==> src/inc/eeprom_loader_params.svh <==
`ifndef EEPROM_LOADER_PARAMS_SVH
`define EEPROM_LOADER_PARAMS_SVH

// ************************************************************
// Register byte offsets on the APB.
// ************************************************************
`define ADDR_CFG_LO 8'h00
`define ADDR_CFG_HI 8'h04
`define ADDR_TGT 8'h08
`define ADDR_EVENT 8'h0C
`define ADDR_MASK 8'h10
`define ADDR_ERRCNT 8'h14
`define ADDR_CTRL 8'h18

// ************************************************************
// Load configuration word: reset value, writable bits, fields.
// ************************************************************
`define CFG_RESET 64'h0009_61C2_2580_0A04
`define CFG_WMASK 64'h00FF_FFFF_FFF0_7FFF
`define F_FALL 55:44
`define F_RISE 43:32
`define F_CYCLE 31:20
`define F_DRV 14:13
`define F_EXT 12
`define F_ASIZE 11
`define F_LEN 10:7
`define F_LOADEN 6
`define F_SPEED 5:4
`define F_RETRY 3:0

// ************************************************************
// Other registers, events and timing constants.
// ************************************************************
`define TGT_RESET 7'h50
`define EV_CRC 0
`define EV_FAIL 1
`define EV_BAD 3
`define EV_W 4
`define CTRL_START 0
`define ERRCNT_MAX 4'hF
`define SPEED_400K 2'h1
`define SPEED_1M 2'h2
`define DIV_400K 12'h004
`define DIV_1M 12'h00A
`define LEN_MAX 4'h9
`define CAP_BASE 17'h00080

`endif

==> src/inc/eeprom_loader_pkg.sv <==
package eeprom_loader_pkg;
    typedef enum logic [2:0] {S_IDLE, S_OTPC, S_EEC, S_OTPU, S_EEU} seq_state_t;
    typedef enum logic [2:0] {E_IDLE, E_WAIT_SDA, E_START, E_HOLD, E_BIT, E_RSTART, E_STOP} eng_state_t;
    typedef enum logic [2:0] {K_CTRLW, K_ADDRH, K_ADDRL, K_CTRLR, K_DATA} byte_kind_t;
endpackage

==> src/inc/scl_timing_if.sv <==
`timescale 1ns/1ps
// Carries the SCL timing settings to the period timer and its edge events back.
interface scl_timing_if;
    logic [11:0] cycle;
    logic [11:0] rise;
    logic [11:0] fall;
    logic [1:0] speed;
    logic run;
    logic rise_ev;
    logic fall_ev;
    logic wrap_ev;
    modport timer (input cycle, rise, fall, speed, run, output rise_ev, fall_ev, wrap_ev);
    modport user (output cycle, rise, fall, speed, run, input rise_ev, fall_ev, wrap_ev);
endinterface

==> src/logic/eeprom_config_loader.sv <==
`timescale 1ns/1ps
`include "eeprom_loader_params.svh"
// Contract
// - SCL period is a 12-bit count of system clocks, reset 0x258.
// - SCL rises when the down counter reaches the 12-bit rise point.
// - SCL falls when the down counter reaches the 12-bit fall point.
// - Speed 1 and 2 divide the counts by 4 and by 10.
// - Drive select reaches the pads only while the master is active.
// - Extended mode puts address bits 10:8 in the target byte.
// - Address-size bit picks one or two address bytes outside extended mode (always one there), reset two.
// - Size code gives capacity 128 bytes shifted by code, capped at code 9, reset 2KB.
// - Order OTP common, EEPROM common, OTP user, EEPROM user, gated by enable.
// - Enable delivered by each OTP stage decides the following EEPROM stage.
// - Retry up to the programmed count, then flag load failure.
// - Seven-bit target address of the memory, reset 0x50.
// - No acknowledge sets not-detected instead of load failure.
// - CRC error counter saturates at 0xF, writable by software.
module eeprom_config_loader (
    input wire logic pclk,
    input wire logic presetn,
    input wire logic [7:0] paddr,
    input wire logic psel,
    input wire logic penable,
    input wire logic pwrite,
    input wire logic [31:0] pwdata,
    output logic [31:0] prdata,
    output logic pready,
    output logic pslverr,
    input wire logic otp_common_valid,
    input wire logic otp_user_valid,
    input wire logic otp_load_en,
    input wire logic crc_bad,
    output logic scl_out,
    output logic scl_oe,
    input wire logic serial_data_pin_in,
    output logic serial_data_pin_out,
    output logic serial_data_pin_oe,
    output logic [1:0] pad_drive,
    output logic [7:0] cfg_byte,
    output logic cfg_byte_valid,
    output logic cfg_stage_user,
    output logic load_busy,
    output logic irq
);
    import eeprom_loader_pkg::*;

    // ************************************************************
    // Registers and internal state.
    // ************************************************************
    logic [63:0] cfg_q;
    logic [6:0] tgt_q;
    logic [`EV_W-1:0] ev_q, ev_d, mask_q, ev_set;
    logic [3:0] errcnt_q, attempt_q;
    logic [31:0] prdata_q;
    logic pready_q, pslverr_q, irq_q, pin_low_q;
    logic sda_s1_q, sda_s_q;
    seq_state_t seq_q;
    eng_state_t eng_q;
    byte_kind_t kind_q;
    logic [8:0] sh_q;
    logic [7:0] rx_q, byte_q;
    logic [3:0] bit_q;
    logic [15:0] addr_q, left_q;
    logic scl_low_q, sda_drv_q, nack_q, done_q, go_q, valid_q, user_q, busy_q;
    logic [1:0] drive_q;

    scl_timing_if tif ();
    scl_timer u_timer (
        .pclk(pclk),
        .presetn(presetn),
        .t(tif)
    );

    // ************************************************************
    // APB decode and read mux.
    // ************************************************************
    wire setup = psel && !penable;
    wire wr_en = psel && penable && pready_q && pwrite;
    wire hit_lo = (paddr == `ADDR_CFG_LO);
    wire hit_hi = (paddr == `ADDR_CFG_HI);
    wire hit_tgt = (paddr == `ADDR_TGT);
    wire hit_ev = (paddr == `ADDR_EVENT);
    wire hit_mask = (paddr == `ADDR_MASK);
    wire hit_cnt = (paddr == `ADDR_ERRCNT);
    wire hit_ctrl = (paddr == `ADDR_CTRL);
    wire mapped = hit_lo | hit_hi | hit_tgt | hit_ev | hit_mask | hit_cnt | hit_ctrl;
    wire [31:0] rd_mux = hit_lo ? cfg_q[31:0] :
                         hit_hi ? cfg_q[63:32] :
                         hit_tgt ? {25'h0, tgt_q} :
                         hit_ev ? {28'h0, ev_q} :
                         hit_mask ? {28'h0, mask_q} :
                         hit_cnt ? {28'h0, errcnt_q} :
                         hit_ctrl ? {29'h0, seq_q != S_IDLE, eng_q != E_IDLE, 1'b0} : 32'h0;
    wire [63:0] cfg_wr = {hit_hi ? pwdata : cfg_q[63:32], hit_lo ? pwdata : cfg_q[31:0]};

    // Read data and ready are registered at setup, so every access ends in its first access cycle.
    always_ff @(posedge pclk or negedge presetn) begin
        if (!presetn) begin
            prdata_q <= 32'h0;
            pready_q <= 1'b0;
            pslverr_q <= 1'b0;
        end else begin
            pready_q <= setup;
            if (setup) begin
                prdata_q <= rd_mux;
                pslverr_q <= !mapped;
            end
        end
    end

    // ************************************************************
    // Derived settings.
    // ************************************************************
    wire [3:0] len_code = (cfg_q[`F_LEN] > `LEN_MAX) ? `LEN_MAX : cfg_q[`F_LEN];
    wire [16:0] cap = `CAP_BASE << len_code;
    wire [15:0] half = cap[16:1];
    wire ext = cfg_q[`F_EXT];
    wire [7:0] ctrl_w = ext ? {tgt_q[6:3], addr_q[10:8], 1'b0} : {tgt_q, 1'b0};
    wire [7:0] ctrl_r = ext ? {tgt_q[6:3], addr_q[10:8], 1'b1} : {tgt_q, 1'b1};
    wire [3:0] tries = (cfg_q[`F_RETRY] == 4'h0) ? 4'h1 : cfg_q[`F_RETRY];
    wire last_try = (attempt_q + 4'h1) >= tries;
    wire fail = nack_q || crc_bad;
    wire stage_end = done_q && (!fail || last_try);
    wire rd = tif.rise_ev;
    wire fl = tif.fall_ev;
    wire wp = tif.wrap_ev;
    wire byte_end = (eng_q == E_BIT) && fl && (bit_q == 4'h8);
    assign tif.cycle = cfg_q[`F_CYCLE];
    assign tif.rise = cfg_q[`F_RISE];
    assign tif.fall = cfg_q[`F_FALL];
    assign tif.speed = cfg_q[`F_SPEED];
    assign tif.run = (eng_q != E_IDLE) && (eng_q != E_WAIT_SDA);

    // ************************************************************
    // Configuration, target, mask and error counter registers.
    // ************************************************************
    // OTP stages overwrite the enable bit after any software write in the same cycle.
    always_ff @(posedge pclk or negedge presetn) begin
        if (!presetn) begin
            cfg_q <= `CFG_RESET;
            tgt_q <= `TGT_RESET;
            mask_q <= '0;
            errcnt_q <= 4'h0;
        end else begin
            if (wr_en && (hit_lo || hit_hi)) begin
                cfg_q <= cfg_wr & `CFG_WMASK;
            end
            if ((seq_q == S_OTPC && otp_common_valid) || (seq_q == S_OTPU && otp_user_valid)) begin
                cfg_q[`F_LOADEN] <= otp_load_en;
            end
            if (wr_en && hit_tgt) begin
                tgt_q <= pwdata[6:0];
            end
            if (wr_en && hit_mask) begin
                mask_q <= pwdata[`EV_W-1:0];
            end
            if (wr_en && hit_cnt) begin
                errcnt_q <= pwdata[3:0];
            end else if (done_q && crc_bad && !nack_q && errcnt_q != `ERRCNT_MAX) begin
                errcnt_q <= errcnt_q + 4'h1;
            end
        end
    end

    // ************************************************************
    // Sticky events and interrupt.
    // ************************************************************
    assign ev_set[`EV_CRC] = done_q && crc_bad && !nack_q;
    assign ev_set[`EV_FAIL] = stage_end && fail && !nack_q;
    assign ev_set[`EV_BAD] = stage_end && nack_q;
    assign ev_set[2] = 1'b0;
    // A new event wins over a write-one-to-clear in the same cycle.
    assign ev_d = (ev_q & ~((wr_en && hit_ev) ? pwdata[`EV_W-1:0] : '0)) | ev_set;

    always_ff @(posedge pclk or negedge presetn) begin
        if (!presetn) begin
            ev_q <= '0;
            irq_q <= 1'b0;
        end else begin
            ev_q <= ev_d;
            irq_q <= |(ev_d & mask_q);
        end
    end

    // ************************************************************
    // Load sequence across OTP and EEPROM stages.
    // ************************************************************
    // Reset starts the startup load; a start write while idle repeats it as a dynamic load.
    always_ff @(posedge pclk or negedge presetn) begin
        if (!presetn) begin
            seq_q <= S_OTPC;
            attempt_q <= 4'h0;
            go_q <= 1'b0;
        end else begin
            go_q <= 1'b0;
            case (seq_q)
                S_IDLE: begin
                    if (wr_en && hit_ctrl && pwdata[`CTRL_START]) begin
                        seq_q <= S_OTPC;
                    end
                end
                S_OTPC, S_OTPU: begin
                    if ((seq_q == S_OTPC) ? otp_common_valid : otp_user_valid) begin
                        attempt_q <= 4'h0;
                        go_q <= otp_load_en;
                        if (seq_q == S_OTPC) begin
                            seq_q <= otp_load_en ? S_EEC : S_OTPU;
                        end else begin
                            seq_q <= otp_load_en ? S_EEU : S_IDLE;
                        end
                    end
                end
                default: begin
                    if (stage_end) begin
                        seq_q <= (seq_q == S_EEC) ? S_OTPU : S_IDLE;
                    end else if (done_q) begin
                        attempt_q <= attempt_q + 4'h1;
                        go_q <= 1'b1;
                    end
                end
            endcase
        end
    end

    // ************************************************************
    // Serial data synchroniser.
    // ************************************************************
    always_ff @(posedge pclk or negedge presetn) begin
        if (!presetn) begin
            sda_s1_q <= 1'b1;
            sda_s_q <= 1'b1;
        end else begin
            sda_s1_q <= serial_data_pin_in;
            sda_s_q <= sda_s1_q;
        end
    end

    // ************************************************************
    // Byte engine: write address, repeated start, read the stage.
    // ************************************************************
    // Data changes at the counter wrap, mid low phase, and is sampled at the fall point.
    always_ff @(posedge pclk or negedge presetn) begin
        if (!presetn) begin
            eng_q <= E_IDLE;
            kind_q <= K_CTRLW;
            sh_q <= 9'h1FF;
            rx_q <= 8'h00;
            bit_q <= 4'h0;
            addr_q <= 16'h0;
            left_q <= 16'h0;
            scl_low_q <= 1'b0;
            sda_drv_q <= 1'b0;
            nack_q <= 1'b0;
            done_q <= 1'b0;
        end else begin
            done_q <= 1'b0;
            case (eng_q)
                E_IDLE: begin
                    if (go_q) begin
                        addr_q <= (seq_q == S_EEU) ? half : 16'h0;
                        left_q <= half;
                        nack_q <= 1'b0;
                        kind_q <= K_CTRLW;
                        eng_q <= E_WAIT_SDA;
                    end
                end
                E_WAIT_SDA: begin
                    if (sda_s_q) begin
                        sh_q <= {ctrl_w, 1'b1};
                        eng_q <= E_START;
                    end
                end
                E_START: begin
                    if (fl) begin
                        sda_drv_q <= 1'b1;
                        eng_q <= E_HOLD;
                    end
                end
                E_HOLD: begin
                    if (fl) begin
                        scl_low_q <= 1'b1;
                        bit_q <= 4'h0;
                        eng_q <= E_BIT;
                    end
                end
                E_BIT: begin
                    if (wp) begin
                        sda_drv_q <= !sh_q[8];
                    end
                    if (rd) begin
                        scl_low_q <= 1'b0;
                    end
                    if (fl) begin
                        scl_low_q <= 1'b1;
                        sh_q <= {sh_q[7:0], 1'b1};
                        bit_q <= bit_q + 4'h1;
                        if (bit_q != 4'h8) begin
                            rx_q <= {rx_q[6:0], sda_s_q};
                        end
                    end
                    if (byte_end) begin
                        bit_q <= 4'h0;
                        if (kind_q != K_DATA && sda_s_q) begin
                            nack_q <= 1'b1;
                            eng_q <= E_STOP;
                        end else if (kind_q == K_CTRLW) begin
                            kind_q <= (!ext && cfg_q[`F_ASIZE]) ? K_ADDRH : K_ADDRL;
                            sh_q <= (!ext && cfg_q[`F_ASIZE]) ? {addr_q[15:8], 1'b1} : {addr_q[7:0], 1'b1};
                        end else if (kind_q == K_ADDRH) begin
                            kind_q <= K_ADDRL;
                            sh_q <= {addr_q[7:0], 1'b1};
                        end else if (kind_q == K_ADDRL) begin
                            kind_q <= K_CTRLR;
                            sh_q <= {ctrl_r, 1'b1};
                            eng_q <= E_RSTART;
                        end else begin
                            if (kind_q == K_DATA) begin
                                left_q <= left_q - 16'h1;
                            end
                            kind_q <= K_DATA;
                            sh_q <= {8'hFF, (kind_q == K_DATA) ? (left_q <= 16'h2) : (left_q == 16'h1)};
                            if (kind_q == K_DATA && left_q == 16'h1) begin
                                eng_q <= E_STOP;
                            end
                        end
                    end
                end
                E_RSTART: begin
                    if (wp) begin
                        sda_drv_q <= 1'b0;
                    end
                    if (rd) begin
                        scl_low_q <= 1'b0;
                    end
                    if (fl) begin
                        sda_drv_q <= 1'b1;
                        eng_q <= E_HOLD;
                    end
                end
                default: begin
                    if (wp) begin
                        sda_drv_q <= 1'b1;
                    end
                    if (rd) begin
                        scl_low_q <= 1'b0;
                    end
                    if (fl) begin
                        sda_drv_q <= 1'b0;
                        done_q <= 1'b1;
                        eng_q <= E_IDLE;
                    end
                end
            endcase
        end
    end

    // ************************************************************
    // Pins, data stream and pad drive.
    // ************************************************************
    // Pins are open drain, so the output level is a constant low and only the enables move.
    always_ff @(posedge pclk or negedge presetn) begin
        if (!presetn) begin
            pin_low_q <= 1'b0;
            byte_q <= 8'h00;
            valid_q <= 1'b0;
            user_q <= 1'b0;
            drive_q <= 2'h0;
            busy_q <= 1'b1;
        end else begin
            pin_low_q <= 1'b0;
            busy_q <= (seq_q != S_IDLE);
            valid_q <= byte_end && kind_q == K_DATA;
            if (byte_end && kind_q == K_DATA) begin
                byte_q <= rx_q;
                user_q <= (seq_q == S_EEU);
            end
            drive_q <= (eng_q != E_IDLE) ? cfg_q[`F_DRV] : 2'h0;
        end
    end

    assign prdata = prdata_q;
    assign pready = pready_q;
    assign pslverr = pslverr_q;
    assign scl_out = pin_low_q;
    assign scl_oe = scl_low_q;
    assign serial_data_pin_out = pin_low_q;
    assign serial_data_pin_oe = sda_drv_q;
    assign pad_drive = drive_q;
    assign cfg_byte = byte_q;
    assign cfg_byte_valid = valid_q;
    assign cfg_stage_user = user_q;
    assign load_busy = busy_q;
    assign irq = irq_q;

    // ************************************************************
    // Checks.
    // ************************************************************
    scl_rise_a: assert property (@(posedge pclk) disable iff (!presetn)
        (eng_q == E_BIT && rd && !fl) |=> !scl_oe)
        else $error("SCL not released at rise point.");
    scl_fall_a: assert property (@(posedge pclk) disable iff (!presetn)
        (eng_q == E_BIT && fl) |=> scl_oe)
        else $error("SCL not pulled low at fall point.");
    sda_wait_a: assert property (@(posedge pclk) disable iff (!presetn)
        (eng_q == E_WAIT_SDA && !sda_s_q) |=> (eng_q == E_WAIT_SDA && !tif.run))
        else $error("Read started while data line low.");
    drive_idle_a: assert property (@(posedge pclk) disable iff (!presetn)
        (eng_q == E_IDLE) |=> (pad_drive == 2'h0))
        else $error("Pad drive applied while master idle.");
    crc_sat_a: assert property (@(posedge pclk) disable iff (!presetn)
        (errcnt_q == `ERRCNT_MAX && !(wr_en && hit_cnt)) |=> (errcnt_q == `ERRCNT_MAX))
        else $error("CRC error counter wrapped.");
    nack_flag_a: assert property (@(posedge pclk) disable iff (!presetn)
        (done_q && nack_q && last_try) |=> (ev_q[`EV_BAD] && !$past(ev_set[`EV_FAIL])))
        else $error("No-acknowledge not flagged as not detected.");
    order_a: assert property (@(posedge pclk) disable iff (!presetn)
        (seq_q == S_OTPC && !otp_common_valid) |=> (seq_q == S_OTPC))
        else $error("EEPROM common load before OTP common.");
    retry_a: assert property (@(posedge pclk) disable iff (!presetn)
        (done_q && fail && !last_try) |=> (go_q && attempt_q == $past(attempt_q) + 4'h1))
        else $error("Failed attempt not retried.");
endmodule

==> src/logic/scl_timer.sv <==
`timescale 1ns/1ps
`include "eeprom_loader_params.svh"
module scl_timer (
    input wire logic pclk,
    input wire logic presetn,
    scl_timing_if.timer t
);
    import eeprom_loader_pkg::*;

    logic [11:0] cnt_q;
    logic [11:0] per_eff;
    logic [11:0] rise_eff;
    logic [11:0] fall_eff;

    // The faster speeds reuse the 100 kHz counts scaled down by a fixed divisor.
    function automatic logic [11:0] scale(input logic [11:0] v, input logic [1:0] spd);
        logic [11:0] r;
        r = v;
        if (spd == `SPEED_400K) begin
            r = v / `DIV_400K;
        end else if (spd == `SPEED_1M) begin
            r = v / `DIV_1M;
        end
        return r;
    endfunction

    assign per_eff = scale(t.cycle, t.speed);
    assign rise_eff = scale(t.rise, t.speed);
    assign fall_eff = scale(t.fall, t.speed);

    // Edge events fire when the down counter meets the programmed points.
    assign t.rise_ev = t.run && (cnt_q == rise_eff);
    assign t.fall_ev = t.run && (cnt_q == fall_eff);
    assign t.wrap_ev = t.run && (cnt_q == 12'h001);

    // Counter is parked at the period while idle, so each transfer starts on a full period.
    // It runs from the period down to one, so one SCL period spans exactly the speed-scaled count.
    always_ff @(posedge pclk or negedge presetn) begin
        if (!presetn) begin
            cnt_q <= 12'h000;
        end else if (!t.run || cnt_q <= 12'h001) begin
            cnt_q <= per_eff;
        end else begin
            cnt_q <= cnt_q - 12'h001;
        end
    end

    scl_reload_a: assert property (@(posedge pclk) disable iff (!presetn)
        (t.run && cnt_q <= 12'h001) |=> (cnt_q == $past(per_eff)))
        else $error("SCL period counter did not reload.");
    fast_speed_a: assert property (@(posedge pclk) disable iff (!presetn)
        (!t.run && t.speed == `SPEED_400K && $stable(t.cycle)) |=> (cnt_q == $past(t.cycle) / `DIV_400K))
        else $error("400 kHz period not divided by four.");
endmodule

==> config.mk <==
export PLATFORM = sky130hd
export DESIGN_NAME = eeprom_config_loader
export DESIGN_NICKNAME = d
export VERILOG_FILES = /design/src/inc/eeprom_loader_pkg.sv /design/src/inc/scl_timing_if.sv /design/src/logic/eeprom_config_loader.sv /design/src/logic/scl_timer.sv
export VERILOG_INCLUDE_DIRS = /design/src /design/src/inc
export SDC_FILE = /design/constraint.sdc
export NUM_CORES = 1
export LEC_CHECK = 0
export BUFFER_PORTS_ARGS = -buffer_cell sky130_fd_sc_hd__clkbuf_2
export CORE_MARGIN = 2
export CORE_UTILIZATION = 55
export CTS_CLUSTER_SIZE = 10
export DETAILED_ROUTE_END_ITERATION = 10
export PLACE_DENSITY = 0.83
export SLEW_MARGIN = 25
export SYNTH_ARGS = -nofsm -noshare
export SYNTH_HDL_FRONTEND = slang
export SYNTH_HIERARCHICAL = 1
export SYNTH_SLANG_ARGS = --single-unit
==> constraint.sdc <==
create_clock -name pclk -period 12.94 [get_ports pclk]
set_clock_uncertainty 0.1 [all_clocks]
set_input_delay 1.294 -clock pclk [delete_from_list [all_inputs] [get_ports pclk]]
set_output_delay 1.294 -clock pclk [all_outputs]
set_load 0.005 [all_outputs]
# ---- Yosys cells after proc, flatten, opt, wreduce, memory -nomap -nowiden
# Cells that the tools add are included.
# Widths: inputs -> output; s select.
dict set report classes {
  add_sub_neg 5
  n_div 3
  order_cmp 4
  eq_ne 49
  shifts 1
  n_mux 101
  bitwise_logic 13
  n_reduce_logical 80
}
# cell count
set op_table {}
lappend op_table {{$mux 16} 8}
lappend op_table {{$mux 12} 7}
lappend op_table {{$mux 9} 8}
lappend op_table {{$mux 3} 23}
lappend op_table {{$mux 4} 16}
lappend op_table {{$div 12x4->12 const B} 3}
lappend op_table {{$mux 32} 1}
lappend op_table {{$pmux 16 s2} 1}
lappend op_table {{$logic_and 1x1->1} 30}
lappend op_table {{$eq 12x12->1} 2}
lappend op_table {{$eq 8x5->1 const B} 3}
lappend op_table {{$mux 24} 1}
lappend op_table {{$ne 2x2->1 const B} 12}
lappend op_table {{$mux 7} 3}
lappend op_table {{$mux 1} 20}
lappend op_table {{$pmux 9 s2} 1}
lappend op_table {{$shl 8x4->17 const A} 1}
lappend op_table {{$eq 16x1->1 const B} 1}
lappend op_table {{$eq 8x4->1 const B} 2}
lappend op_table {{$le 16x2->1 const B} 1}
lappend op_table {{$pmux 4 s2} 2}
lappend op_table {{$reduce_and 4->1} 4}
lappend op_table {{$reduce_bool 2->1} 8}
lappend op_table {{$sub 16x1->16 const B} 1}
lappend op_table {{44 further kinds} 97}
dict set report totals {
  ff_bits 203
  input_bits 50
  output_inout_bits 52
}

# ---- Longest topological paths before layout
# Gate-level depths: netlist (run 1).
dict set report logic_depth {
  depth_word 10
  mapped_depth 21
  mapped_depth_nobuf 18
}

# ---- Hierarchy
# The synthesis (run 1) kept the hierarchy.
# mod instances cells_per_inst area_per_inst_um2 seq_area_each_um2
set modules_own_cells {}
lappend modules_own_cells {eeprom_config_loader 1 853 9028.7 4667.0}
lappend modules_own_cells {scl_timer 1 690 4455.5 300.3}

# ---- Least setup slack after synthesis (run 1)
# No wires, ideal clock.
dict set report synth_path {
  kind {register -> register}
  from {register cfg_q[54]}
  to {register sh_q[8]}
  setup_time_ns 0.083
  arrival_time_ns 4.708
  required_ns 12.757
  slack_ns 8.050
  path_stages_with_launch 21
  cell_sequence {dfrtp_1 -> buf_2 -> nor2b_1 -> o2bb2ai_1 -> a221oi_1 -> and2_1 -> buf_2 -> nor2_1 -> a211oi_1 -> nor3_1 -> mux2i_1 -> a211o_1 -> a2111oi_1 -> o21ai_1 -> a21oi_1 -> clkbuf_1 -> nand4b_1 -> nor4_2 -> o31ai_1 -> a21oi_1 -> nor4_1}
}
dict set report synth_between {
  elab_chain_len 9
  word_cells_on_any_way 11
}
# item line_no
set synth_rtl {}
lappend synth_rtl {{start: declaration} eeprom_config_loader.sv:50} ;# logic [63:0] cfg_q;
lappend synth_rtl {{start signal: assignment} eeprom_config_loader.sv:140} ;# cfg_q <= `CFG_RESET;
lappend synth_rtl {{start signal: assignment} eeprom_config_loader.sv:146} ;# cfg_q <= cfg_wr & `CFG_WMASK;
lappend synth_rtl {{start signal: indexed assignment} eeprom_config_loader.sv:149} ;# cfg_q[`F_LOADEN] <= otp_load_en;
lappend synth_rtl {{$div 12x4->12 (no line)} n/a}
lappend synth_rtl {{$mux 12} scl_timer.sv:21} ;# end else if (spd == `SPEED_1M) begin
lappend synth_rtl {{$mux 12 *} scl_timer.sv:19} ;# if (spd == `SPEED_400K) begin
lappend synth_rtl {{$eq 12x12->1 *} scl_timer.sv:33} ;# assign t.fall_ev = t.run && (cnt_q == fall_eff);
lappend synth_rtl {{$logic_and 1x1->1 *} scl_timer.sv:33}
lappend synth_rtl {{via fl} eeprom_config_loader.sv:125} ;# wire fl = tif.fall_ev;
lappend synth_rtl {{$mux 9 or $logic_and 1x1->1 (tied branches)} {eeprom_config_loader.sv:293, eeprom_config_loader.sv:127}}
lappend synth_rtl {{$mux 9 or $logic_and 1x1->1 (tied branches)} {eeprom_config_loader.sv:303, eeprom_config_loader.sv:127}}
lappend synth_rtl {{$mux 9 *} eeprom_config_loader.sv:301} ;# if (byte_end) begin
lappend synth_rtl {{$pmux 9 s2 *} eeprom_config_loader.sv:257} ;# case (eng_q)
lappend synth_rtl {{end signal: assignment} eeprom_config_loader.sv:295} ;# sh_q <= {sh_q[7:0], 1'b1};
lappend synth_rtl {{end signal: assignment} eeprom_config_loader.sv:308} ;# sh_q <= (!ext && cfg_q[`F_ASIZE]) ? {addr_q[15:8], 1'b1} : {addr_q[7:0], 1'b1};
lappend synth_rtl {{end signal: assignment} eeprom_config_loader.sv:311} ;# sh_q <= {addr_q[7:0], 1'b1};
lappend synth_rtl {{end: declaration} eeprom_config_loader.sv:60} ;# logic [8:0] sh_q;
# The timed path passes the listed nets; every way through them passes the cells marked *.
# A chain may end at the register's enable or synchronous reset.

# ---- Worst setup path after layout (run 1)
dict set report layout_path {
  from {register cfg_q[53]}
  to {register left_q[1]}
}
dict set report layout_between {
  elab_chain_len 9
}
# item line_no
set layout_rtl {}
lappend layout_rtl {{$div 12x4->12 (no line)} n/a}
lappend layout_rtl {{$mux 12} scl_timer.sv:21}
lappend layout_rtl {{$mux 12 *} scl_timer.sv:19}
lappend layout_rtl {{$eq 12x12->1 *} scl_timer.sv:33}
lappend layout_rtl {{$logic_and 1x1->1 *} scl_timer.sv:33}
lappend layout_rtl {{via fl} eeprom_config_loader.sv:125}
lappend layout_rtl {{$logic_and 1x1->1 * (2 in series)} eeprom_config_loader.sv:127} ;# wire byte_end = (eng_q == E_BIT) && fl && (bit_q == 4'h8);
lappend layout_rtl {{$ne 2x2->1 (no line) *} n/a}
lappend layout_rtl {{$reduce_and 8->1 (no line) *} n/a}
lappend layout_rtl {{end signal: assignment} eeprom_config_loader.sv:261} ;# left_q <= half;
lappend layout_rtl {{end signal: assignment} eeprom_config_loader.sv:318} ;# left_q <= left_q - 16'h1;
lappend layout_rtl {{end: declaration} eeprom_config_loader.sv:63} ;# logic [15:0] addr_q, left_q;
# Marked as above.

==> results.txt, run 1 <==
Portion of synthesized cell area occupied by the leading cell type - 31.0%
Xor/xnor share of the synthesized area - 3.25%
Detailed-route wire length per cell - 20.0 microns
Worst vdd ir - 0.0740 mV
Leading area contributor after synthesis - dfrtp_1
Vias in the first global route - 11819
Number of enable flip-flop cells after synthesis - 0
Outcome - complete, no violations
Setup repair after global routing missed its margin - false
Vertical die dimension - 161 microns
Post-synthesis register bit count - 197
Combined area of the multi-input logic cells - 0.00788 sq mm
Library cells used by synthesis - 104
Crit path max fanout - 29
Synthesized-area fraction occupied by ao, oa, aoi and oai cells - 23.6%
Cells resized by post-CTS repair - 0
Ratio of cells with drive above 1 in the final layout - 18.9%
Drt first pass iters - 6
Worst path arrival time - 7040 ps
Sum of negative setup slack - 0 ps
Post-synthesis share of cell area spent on and, or, nand and nor gates - 20.4%
IO Pins - 102
Area inside the core boundary - 0.0242 sq mm
Placed cell count - 1858
Combined flip-flop and latch cell area - 0.00497 sq mm
Clock tree root driver cell - clkbuf_16
Pin count of the biggest net entering global routing - 112
All-layer global routing usage - 28.9%
Number of nets in the layout - 1616
Power per unit of standard cell area - 84.9 mW/mm^2
Critical path launch point type - flop
Slew HR - 29.2%
Post-detail-place hpwl - 25900 microns
Clock tree buffer depth - 2
Vias - 12563
Final critical delay including setup and external delays - 6770 ps
Clock tree from TritonCTS - yes
Antenna Nets Post-Route - 0
Dominant combinational cell family by area after synthesis - compound AO/OA/AOI/OAI gates
Port Buf Inserts - 99
Setup Buffers After CTS - 0
Global placement routability congestion - 0.946
Die area - 0.0258 sq mm
Max H-tree Level - 4
Initial core utilization - 55.8%
Synthesized-area fraction occupied by adder cells - 1.43%
Kind of end point of the critical path - flop
Clock insertion delay at the later pin of the skew report - 450 ps
Post-CTS Hold Fix Bufs - 0
Syn Std Cell Area - 0.0135 sq mm
Summed area of non-filler cells in the final layout - 0.0146 sq mm
Row count - 57
Max-Cap Viols - 0
Max Clock Freq - 0.148 GHz
Endpoints failing setup - 0
Initial detailed-routing violation count - 1810
Required time reported for the critical path endpoint - 13200 ps
Count of pins over their slew limit - 0
Total design power - 1.24 mW
Post-synth ARST share - 100%
Number of fillers in the final layout - 2059
Total number of yosys warnings - 6
Top area cells in the synthesized netlist - dfrtp_1 31%, mux2_2 6.7%, dfstp_2 5.8%
DRC violation count after routing - 0
Routed WL - 37800 microns
Gate count after technology mapping - 1543
Worst Setup Path Type - flop to flop
Leakage dissipation - 6.21 nW
Area added between synthesis and finish - 8.26%
Width of the die - 161 microns
Portion of the post-synthesis area used by sequential elements - 36.8%
Hold violation count in the final report - 0
Portion of the clock cycle consumed by the worst path in the final layout - 52.3%
Total gr overflow - 0
Inserted Clock Buffers - 17
Global-route wire length before repair - 60900 microns
Multiplexer area fraction after synthesis - 9.59%
Finished Layout Cells - 1890
Final antenna diode count - 0
Pin slew with the least headroom to its limit - 1060 ps
Antenna violations before repair - 0
Placed cell area - 0.0140 sq mm
Number of sinks handled by clock tree synthesis - 197
Worst hold-check path type - flop to flop
Top_reg_cell synth - dfrtp_1
Clock slew seen by the registers of the worst setup and hold paths - 90 ps
Per-instance average area after synthesis - 8.74 sq um
Via-to-Cell Ratio - 6.65
[registers in the layout (all words and copies together), names as in the netlist, 7 cells and up]
| signal | flops |
|---|---|
| cfg_q | 51 |
| prdata | 32 |
| left_q | 16 |
| u_timer/cnt_q | 12 |
| addr_q | 10 |
| sh_q | 9 |
| cfg_byte | 8 |
| rx_q | 8 |
| tgt_q | 7 |
[final timing paths]
path,cells after the start,startpoint,end,slack (ps)
max,19,cfg_q[53]$_DFFE_PN0P_,left_q[1]$_DFFE_PN0P_,6170
min,0,sda_s1_q$_DFF_PN1_,sda_s_q$_DFF_PN1_,260
max reg2reg,19,cfg_q[53]$_DFFE_PN0P_,left_q[1]$_DFFE_PN0P_,6170
min reg2reg,0,sda_s1_q$_DFF_PN1_,sda_s_q$_DFF_PN1_,260
max in group asynchronous,2,presetn,prdata[23]$_DFFE_PN0P_,10660
min in group asynchronous,1,presetn,attempt_q[3]$_DFFE_PN0P_,810
[report_power, final]
| group | internal [mW] | switching [mW] |
|---|---|---|
| clock | 0.263 | 0.289 |
| combinational | 0.0211 | 0.0422 |
| sequential | 0.619 | 0.00542 |
[metrics by stage]
step	setup slack, ps	util [%]	hold slack (ps)
2_1_floorplan	8050	-	245
3_3_place_gp	6670	57.8	251
3_5_place_dp	6440	57.9	250
4_1_cts	6400	60.4	263
5_1_grt	5700	60.4	269
6_report	6170	60.4	262
[logic make-up (layout without fill, tap and decap cells)]
logic type,count (synthesis),after routing
AO/OA/AOI/OAI,463,463
XOR/XNOR,50,50
adder cells (fa/ha/maj),16,16
buffers and inverters,162,184
flip-flops,197,197
multiplexers,119,119
other,1,2
AND/OR/NAND/NOR,535,535
[layout make-up]
type                    count  area share [%]
flip-flops and latches    197            34.0
inverters                  44            1.13
repair buffers            108            3.94
clock inverters            15            1.26
multi-input cells        1185            53.9
well taps                 324            2.78
clock buffers              17            2.91
[cell usage after synthesis, types with 26 or more instances]
master    number
a21oi_1       93
a31oi_1       32
clkbuf_1      86
dfrtp_1      167
dfstp_2       30
inv_1         43
mux2_2        80
mux2i_1       38
nand2_1      153
nand3_1       39
nor2_1       117
nor3_1        46
o21ai_0      109
o22ai_1       26
xnor2_1       32
[layer usage]
layer,vias to the layer above,share of wire [%],global-route usage (%)
li1,5737,-,-
met1,6085,41,37.9
met2,625,49,48.6
met3,116,6.2,3.59
met4,0,3.6,12.0
met5,-,0,0
[placed cells by master (no fill, tap or decap), types with 39 or more instances in the layout]
master	instances
a21oi_1	92
clkbuf_2	98
dfrtp_1	167
inv_1	43
mux2_2	80
nand2_1	153
nand3_1	39
nor2_1	117
nor3_1	46
o21ai_0	109
[critical path: stages (launching register included)]
cell       delay (ps)
dfrtp_1           640
nand2b_1          230
o211a_1           260
a311oi_1          490
and2_1            480
o32ai_1           170
a211oi_1          710
nor3_1            170
mux2i_1           160
a211o_1           300
a2111oi_1         420
o21ai_1           130
a21oi_2           140
buf_4             310
and4b_1           340
nand3_1           420
inv_1             460
nor2_1            290
or3_1             370
o21ai_0            70
(Power assumes the default switching activity.)
==> run 2, diff against run 1 <==
Clock period 12.94 ns to 7.1 ns, I/O delays scaled along.
==> run 2 against run 1 <==
Global-route usage down 0.43 points. Critical path depth down 1. Clock power up 88%. Worst hold slack worse by 53 ps. Setup slack worse by 5100 ps. Largest cell class unchanged. Highest routed layer unchanged.
==> results.txt, run 2 (synthesis results as in run 1) <==
Clock share of power - 45.2%
Number of nets in the layout - 1620
Hold violation count in the final report - 0
Most frequent cells in the layout - 167 x dfrtp_1, 153 x nand2_1, 117 x nor2_1
Count of pins over their slew limit - 0
Finished Layout Cells - 1894
Worst vdd ir - 0.148 mV
Area inside the core boundary - 0.0242 sq mm
Leading cell type in the layout, fill and taps excluded - dfrtp_1
Vias in the first global route - 11490
P_sw - 0.605 mW
Proportion of total power due to net switching - 26.4%
Routed WL - 36800 microns
Max Clock Freq - 0.166 GHz
Clock tree buffer depth - 2
Leakage dissipation - 6.24 nW
Die area - 0.0258 sq mm
Worst Setup Path Type - flop to flop
IO Pins - 102
Total gr overflow - 0
Power per unit of standard cell area - 156 mW/mm^2
Worst path arrival time - 6310 ps
Global placement routability congestion - 0.940
Antenna Nets Post-Route - 0
Max-Cap Viols - 0
Clock insertion delay at the later pin of the skew report - 450 ps
Largest register by flop count - cfg_q
Setup Buffers After CTS - 0
Port Buf Inserts - 99
Post-CTS Hold Fix Bufs - 0
Worst hold-check path type - input pin to async pin
Flip-flop count of the largest register after layout - 51
Ratio of cells with drive above 1 in the final layout - 19.1%
Sequential power share - 49.7%
Critical path launch point type - flop
Portion of total power attributed to combinational logic - 5.1%
Setup repair after global routing missed its margin - false
Antenna violations before repair - 0
Vertical die dimension - 161 microns
Inserted Clock Buffers - 17
Portion of the clock cycle consumed by the worst path in the final layout - 85.0%
Pin slew with the least headroom to its limit - 1060 ps
Global-route wire length before repair - 59600 microns
Clock tree from TritonCTS - yes
Post-detail-place hpwl - 25700 microns
Row count - 57
Pin count of the biggest net entering global routing - 90
Crit path max fanout - 17
Slew HR - 29.1%
Via-to-Cell Ratio - 6.51
Max H-tree Level - 4
Clock slew seen by the registers of the worst setup and hold paths - 80 ps
Initial core utilization - 55.8%
Required time reported for the critical path endpoint - 7370 ps
Outcome - complete, no violations
Placed cell count - 1862
DRC violation count after routing - 0
Cells resized by post-CTS repair - 0
Initial detailed-routing violation count - 1588
Sum of negative setup slack - 0 ps
Int Pwr - 1.68 mW
Final antenna diode count - 0
Drt first pass iters - 6
Endpoints failing setup - 0
Detailed-route wire length per cell - 19.5 microns
Area added between synthesis and finish - 8.62%
Width of the die - 161 microns
Clock tree root driver cell - clkbuf_16
Kind of end point of the critical path - flop
Final critical delay including setup and external delays - 6040 ps
All-layer global routing usage - 28.4%
Vias - 12337
Number of sinks handled by clock tree synthesis - 197
## run 2: cell types whose count changed in the layout (fill, tap and decap cells not counted)
cell | previous run | this run
buf_4 | 8 | 13
inv_8 | 1 | 4
inv_6 | 3 | 1
buf_6 | 1 | 0
bufinv_16 | 0 | 1
clkinv_8 | 5 | 4
clkinvlp_4 | 2 | 1
## run 2: metal layers
layer	up-vias	track usage, %	share of wire, %
li1	5752	-	-
met1	5918	36.8	41
met2	573	48.3	49
met3	94	4.13	6.5
met4	0	11.4	3.1
met5	-	0	0
## run 2: path summary, 6_finish.rpt
check	start	endpoint	slack, ps	depth (start not counted)
worst max register to register	cfg_q[53]$_DFFE_PN0P_	left_q[1]$_DFFE_PN0P_	1060	18
worst max-delay path	cfg_q[53]$_DFFE_PN0P_	left_q[1]$_DFFE_PN0P_	1060	18
worst min-delay path	presetn	attempt_q[0]$_DFFE_PN0P_	210	1
min in group pclk	serial_data_pin_in	sda_s1_q$_DFF_PN1_	230	1
max in group asynchronous	presetn	cfg_q[50]$_DFFE_PN0P_	5470	2
worst min register to register	sda_s1_q$_DFF_PN1_	sda_s_q$_DFF_PN1_	260	0
## run 2: cell type report
type	count	area, sq um
repair buffers	112	602
inverters	44	165
flip-flops and latches	197	4970
multi-input cells	1185	7880
well taps	324	405
fillers	2025	9530
clock buffers	17	425
clock inverters	15	206
## run 2: worst max-delay path, cell delays in order, from the launching register on
cell and delay, ps:
dfrtp_1 640, nand2b_1 230, o211a_1 260, a311oi_1 450
and2_1 460, nand2_1 150, a32o_1 360, nor3_1 280
mux2i_1 120, a211o_1 310, a2111oi_1 410, o21ai_1 120
a21oi_2 180, and4b_1 310, nand3_1 400, inv_1 450
nor2_1 280, or3_1 360, o21ai_0 70
## run 2: through the flow
| stage | power [mW] | hold slack, ps | cell area [sq um] | setup WS (ps) | utilization [%] |
|---|---|---|---|---|---|
| after floorplan | 1.21 | 245 | 13500 | 2210 | - |
| after global placement | 1.27 | 249 | 14000 | 1320 | 58.0 |
| after detailed placement | 1.27 | 247 | 14000 | 1160 | 58.0 |
| after CTS | 2.30 | 224 | 14600 | 1120 | 60.6 |
| after global routing | 2.36 | 216 | 14600 | 322 | 60.6 |
| final | 2.29 | 209 | 14600 | 1060 | 60.6 |
## run 2: power by group through the flow
stage	logic (mW)	registers, mW	clock network (mW)
floorplan	0.0613	1.15	0
global placement	0.112	1.16	0
detailed placement	0.115	1.16	0
CTS	0.116	1.14	1.05
global route	0.129	1.14	1.09
finish	0.116	1.14	1.04
==> run 3, diff against run 2 <==
Settings changed: PLACE_DENSITY 0.83 to 0.74.
==> run 3 against run 2 <==
Maximum frequency fell by 1.0%. Clock-buffer cell count did not move. Routed wire length rose by 0.39%. Combinational power hardly changed. Setup slack worse by 62 ps. Worst hold slack better by 21 ps. Sequential cell count unchanged. Cell area about the same. Utilization is essentially flat. Critical path depth unchanged. Sequential power is essentially flat. Highest routed layer unchanged.
==> results.txt, run 3 (synthesis results as in run 1) <==
Outcome - complete, no violations
Reg2reg end - left_q[12]$_DFFE_PN0P_
Area inside the core boundary - 0.0242 sq mm
Setup Buffers After CTS - 0
Critical path launch point type - flop
Hold Startpoint - serial_data_pin_in
Worst hold-check path type - input pin to flop
Largest register by flop count - cfg_q
Clock share of power - 44.6%
Vias in the first global route - 11654
Leakage dissipation - 6.24 nW
Clock insertion delay at the later pin of the skew report - 450 ps
P_sw - 0.586 mW
Routed WL - 37000 microns
Row count - 57
Initial core utilization - 55.8%
Sequential power share - 50.3%
Clock tree root driver cell - clkbuf_16
Via-to-Cell Ratio - 6.54
Hold-critical path endpoint - sda_s1_q$_DFF_PN1_
GR Util met2 - 49.2%
Global placement routability congestion - 0.942
IO Pins - 102
Hold_ws - 230 ps
Reg2reg start - cfg_q[53]$_DFFE_PN0P_
Int Pwr - 1.67 mW
Cells resized by post-CTS repair - 0
Max-Cap Viols - 0
Count of buffering cells on the critical path with inverters included - 1
Worst vdd ir - 0.145 mV
Post-CTS Hold Fix Bufs - 0
Total gr overflow - 0
Number of fillers in the final layout - 2091
Initial detailed-routing violation count - 1558
Clock tree buffer depth - 2
Slew HR - 37.2%
Hold violation count in the final report - 0
Drt first pass iters - 6
Die area - 0.0258 sq mm
Kind of end point of the critical path - flop
Combined area of the multi-input logic cells - 0.00788 sq mm
Top Usage Layer GRT - met2
Worst hold path stage count - 1
DRC violation count after routing - 0
Setup repair after global routing missed its margin - false
Width of the die - 161 microns
Clock slew seen by the registers of the worst setup and hold paths - 90 ps
M1 GR Usage - 38.5%
Crit-path slowest cell - nor2_1
Portion of the clock cycle consumed by the worst path in the final layout - 85.9%
Pin slew with the least headroom to its limit - 935 ps
Reg-to-reg setup timing slack - 1000 ps
Clock tree from TritonCTS - yes
Global-route wire length before repair - 60800 microns
Vertical die dimension - 161 microns
Most frequent cells in the layout - 167 x dfrtp_1, 153 x nand2_1, 117 x nor2_1
Proportion of total power due to net switching - 25.9%
Antenna Nets Post-Route - 0
Max Clock Freq - 0.164 GHz
Crit path max fanout - 17
Endpoints failing setup - 0
Final critical delay including setup and external delays - 6100 ps
Sum of negative setup slack - 0 ps
Vias - 12398
Fraction of met3 tracks used by global routing - 3.43%
Number of sinks handled by clock tree synthesis - 197
Required time reported for the critical path endpoint - 7360 ps
Area added between synthesis and finish - 8.57%
Number of nets in the layout - 1621
Flip-flop count of the largest register after layout - 51
Worst Setup Path Type - flop to flop
Inserted Clock Buffers - 17
Power per unit of standard cell area - 154 mW/mm^2
Post-detail-place hpwl - 25900 microns
Count of pins over their slew limit - 0
Antenna violations before repair - 0
Cell type group with the largest total delay on the critical path - simple AND/OR/NAND/NOR gates
R2R cell count - 18
Final antenna diode count - 0
Max H-tree Level - 4
Worst path arrival time - 6360 ps
Port Buf Inserts - 99
All-layer global routing usage - 28.8%
Detailed-route wire length per cell - 19.5 microns
Ratio of cells with drive above 1 in the final layout - 19.2%
Maximum cell stage delay along the critical path - 650 ps
CP cell instances - nand2b_1 > o211a_1 > a311oi_1 > and2_1 > or3_1 > a41oi_1 > nor3_1 > mux2i_1 > a211o_1 > a2111oi_1 > or3_1 > a21oi_2 > and4b_1 > nand3_1 > inv_1 > nor2_1 > o21ai_0 > o21ai_0
Pin count of the biggest net entering global routing - 114
Leading cell type in the layout, fill and taps excluded - dfrtp_1
Portion of total power attributed to combinational logic - 5.1%
Combined flip-flop and latch cell area - 0.00497 sq mm
[run 3: changes by cell type in the layout (fill, tap and decap cells not counted)]
cell / previous run / this run
inv_8: 4 / 2
clkinv_8: 4 / 5
clkinvlp_4: 1 / 2
inv_6: 1 / 3
inv_12: 2 / 0
buf_4: 13 / 14
[run 3: layer usage]
metal / vias to the layer above / wire (microns) / part of all wire [%]
met5: - / 0 / 0
met4: 0 / 820 / 2.2
met3: 75 / 1640 / 4.4
met2: 419 / 18500 / 50
met1: 6143 / 16000 / 43
li1: 5761 / - / -
[run 3: area by class of cell]
| type | count | area share, % |
|---|---|---|
| multi-input cells | 1185 | 53.8 |
| flip-flops and latches | 197 | 33.9 |
| repair buffers | 113 | 4.16 |
| clock buffers | 17 | 2.91 |
| well taps | 324 | 2.77 |
| clock inverters | 15 | 1.32 |
| inverters | 44 | 1.13 |
[run 3: power groups by stage]
| stage | sequential (mW) | combinational (mW) | clock, mW |
|---|---|---|---|
| after CTS | 1.14 | 0.116 | 1.02 |
| after global placement | 1.16 | 0.114 | 0 |
| after global routing | 1.14 | 0.129 | 1.07 |
| after detailed placement | 1.16 | 0.116 | 0 |
| after floorplan | 1.15 | 0.0613 | 0 |
| final | 1.14 | 0.116 | 1.01 |
[run 3: worst max-delay path by stage]
stage / end / slack (ps) / depth (start not counted) / start
final: left_q[12]$_DFFE_PN0P_ / 1000 / 18 / cfg_q[53]$_DFFE_PN0P_
after global routing: left_q[12]$_DFFE_PN0P_ / 480 / 18 / cfg_q[53]$_DFFE_PN0P_
after CTS: left_q[12]$_DFFE_PN0P_ / 1100 / 18 / cfg_q[53]$_DFFE_PN0P_
after detailed placement: left_q[12]$_DFFE_PN0P_ / 1170 / 18 / cfg_q[53]$_DFFE_PN0P_
after global placement: left_q[1]$_DFFE_PN0P_ / 1390 / 18 / cfg_q[53]$_DFFE_PN0P_
after floorplan: sh_q[8]$_DFFE_PN1P_ / 2210 / 20 / cfg_q[54]$_DFFE_PN0P_
[run 3: metrics by stage]
step                setup WS [ps]  utilization, %  cell area [sq um]  total power, mW  instances
CTS                          1100            60.6              14600             2.27       1895
floorplan                    2210               -              13500             1.21       1544
detailed placement           1170            58.0              14000             1.27       1863
finish                       1000            60.6              14600             2.26       1895
global route                  484            60.6              14600             2.34       1895
global placement             1390            58.0              14000             1.27       1863
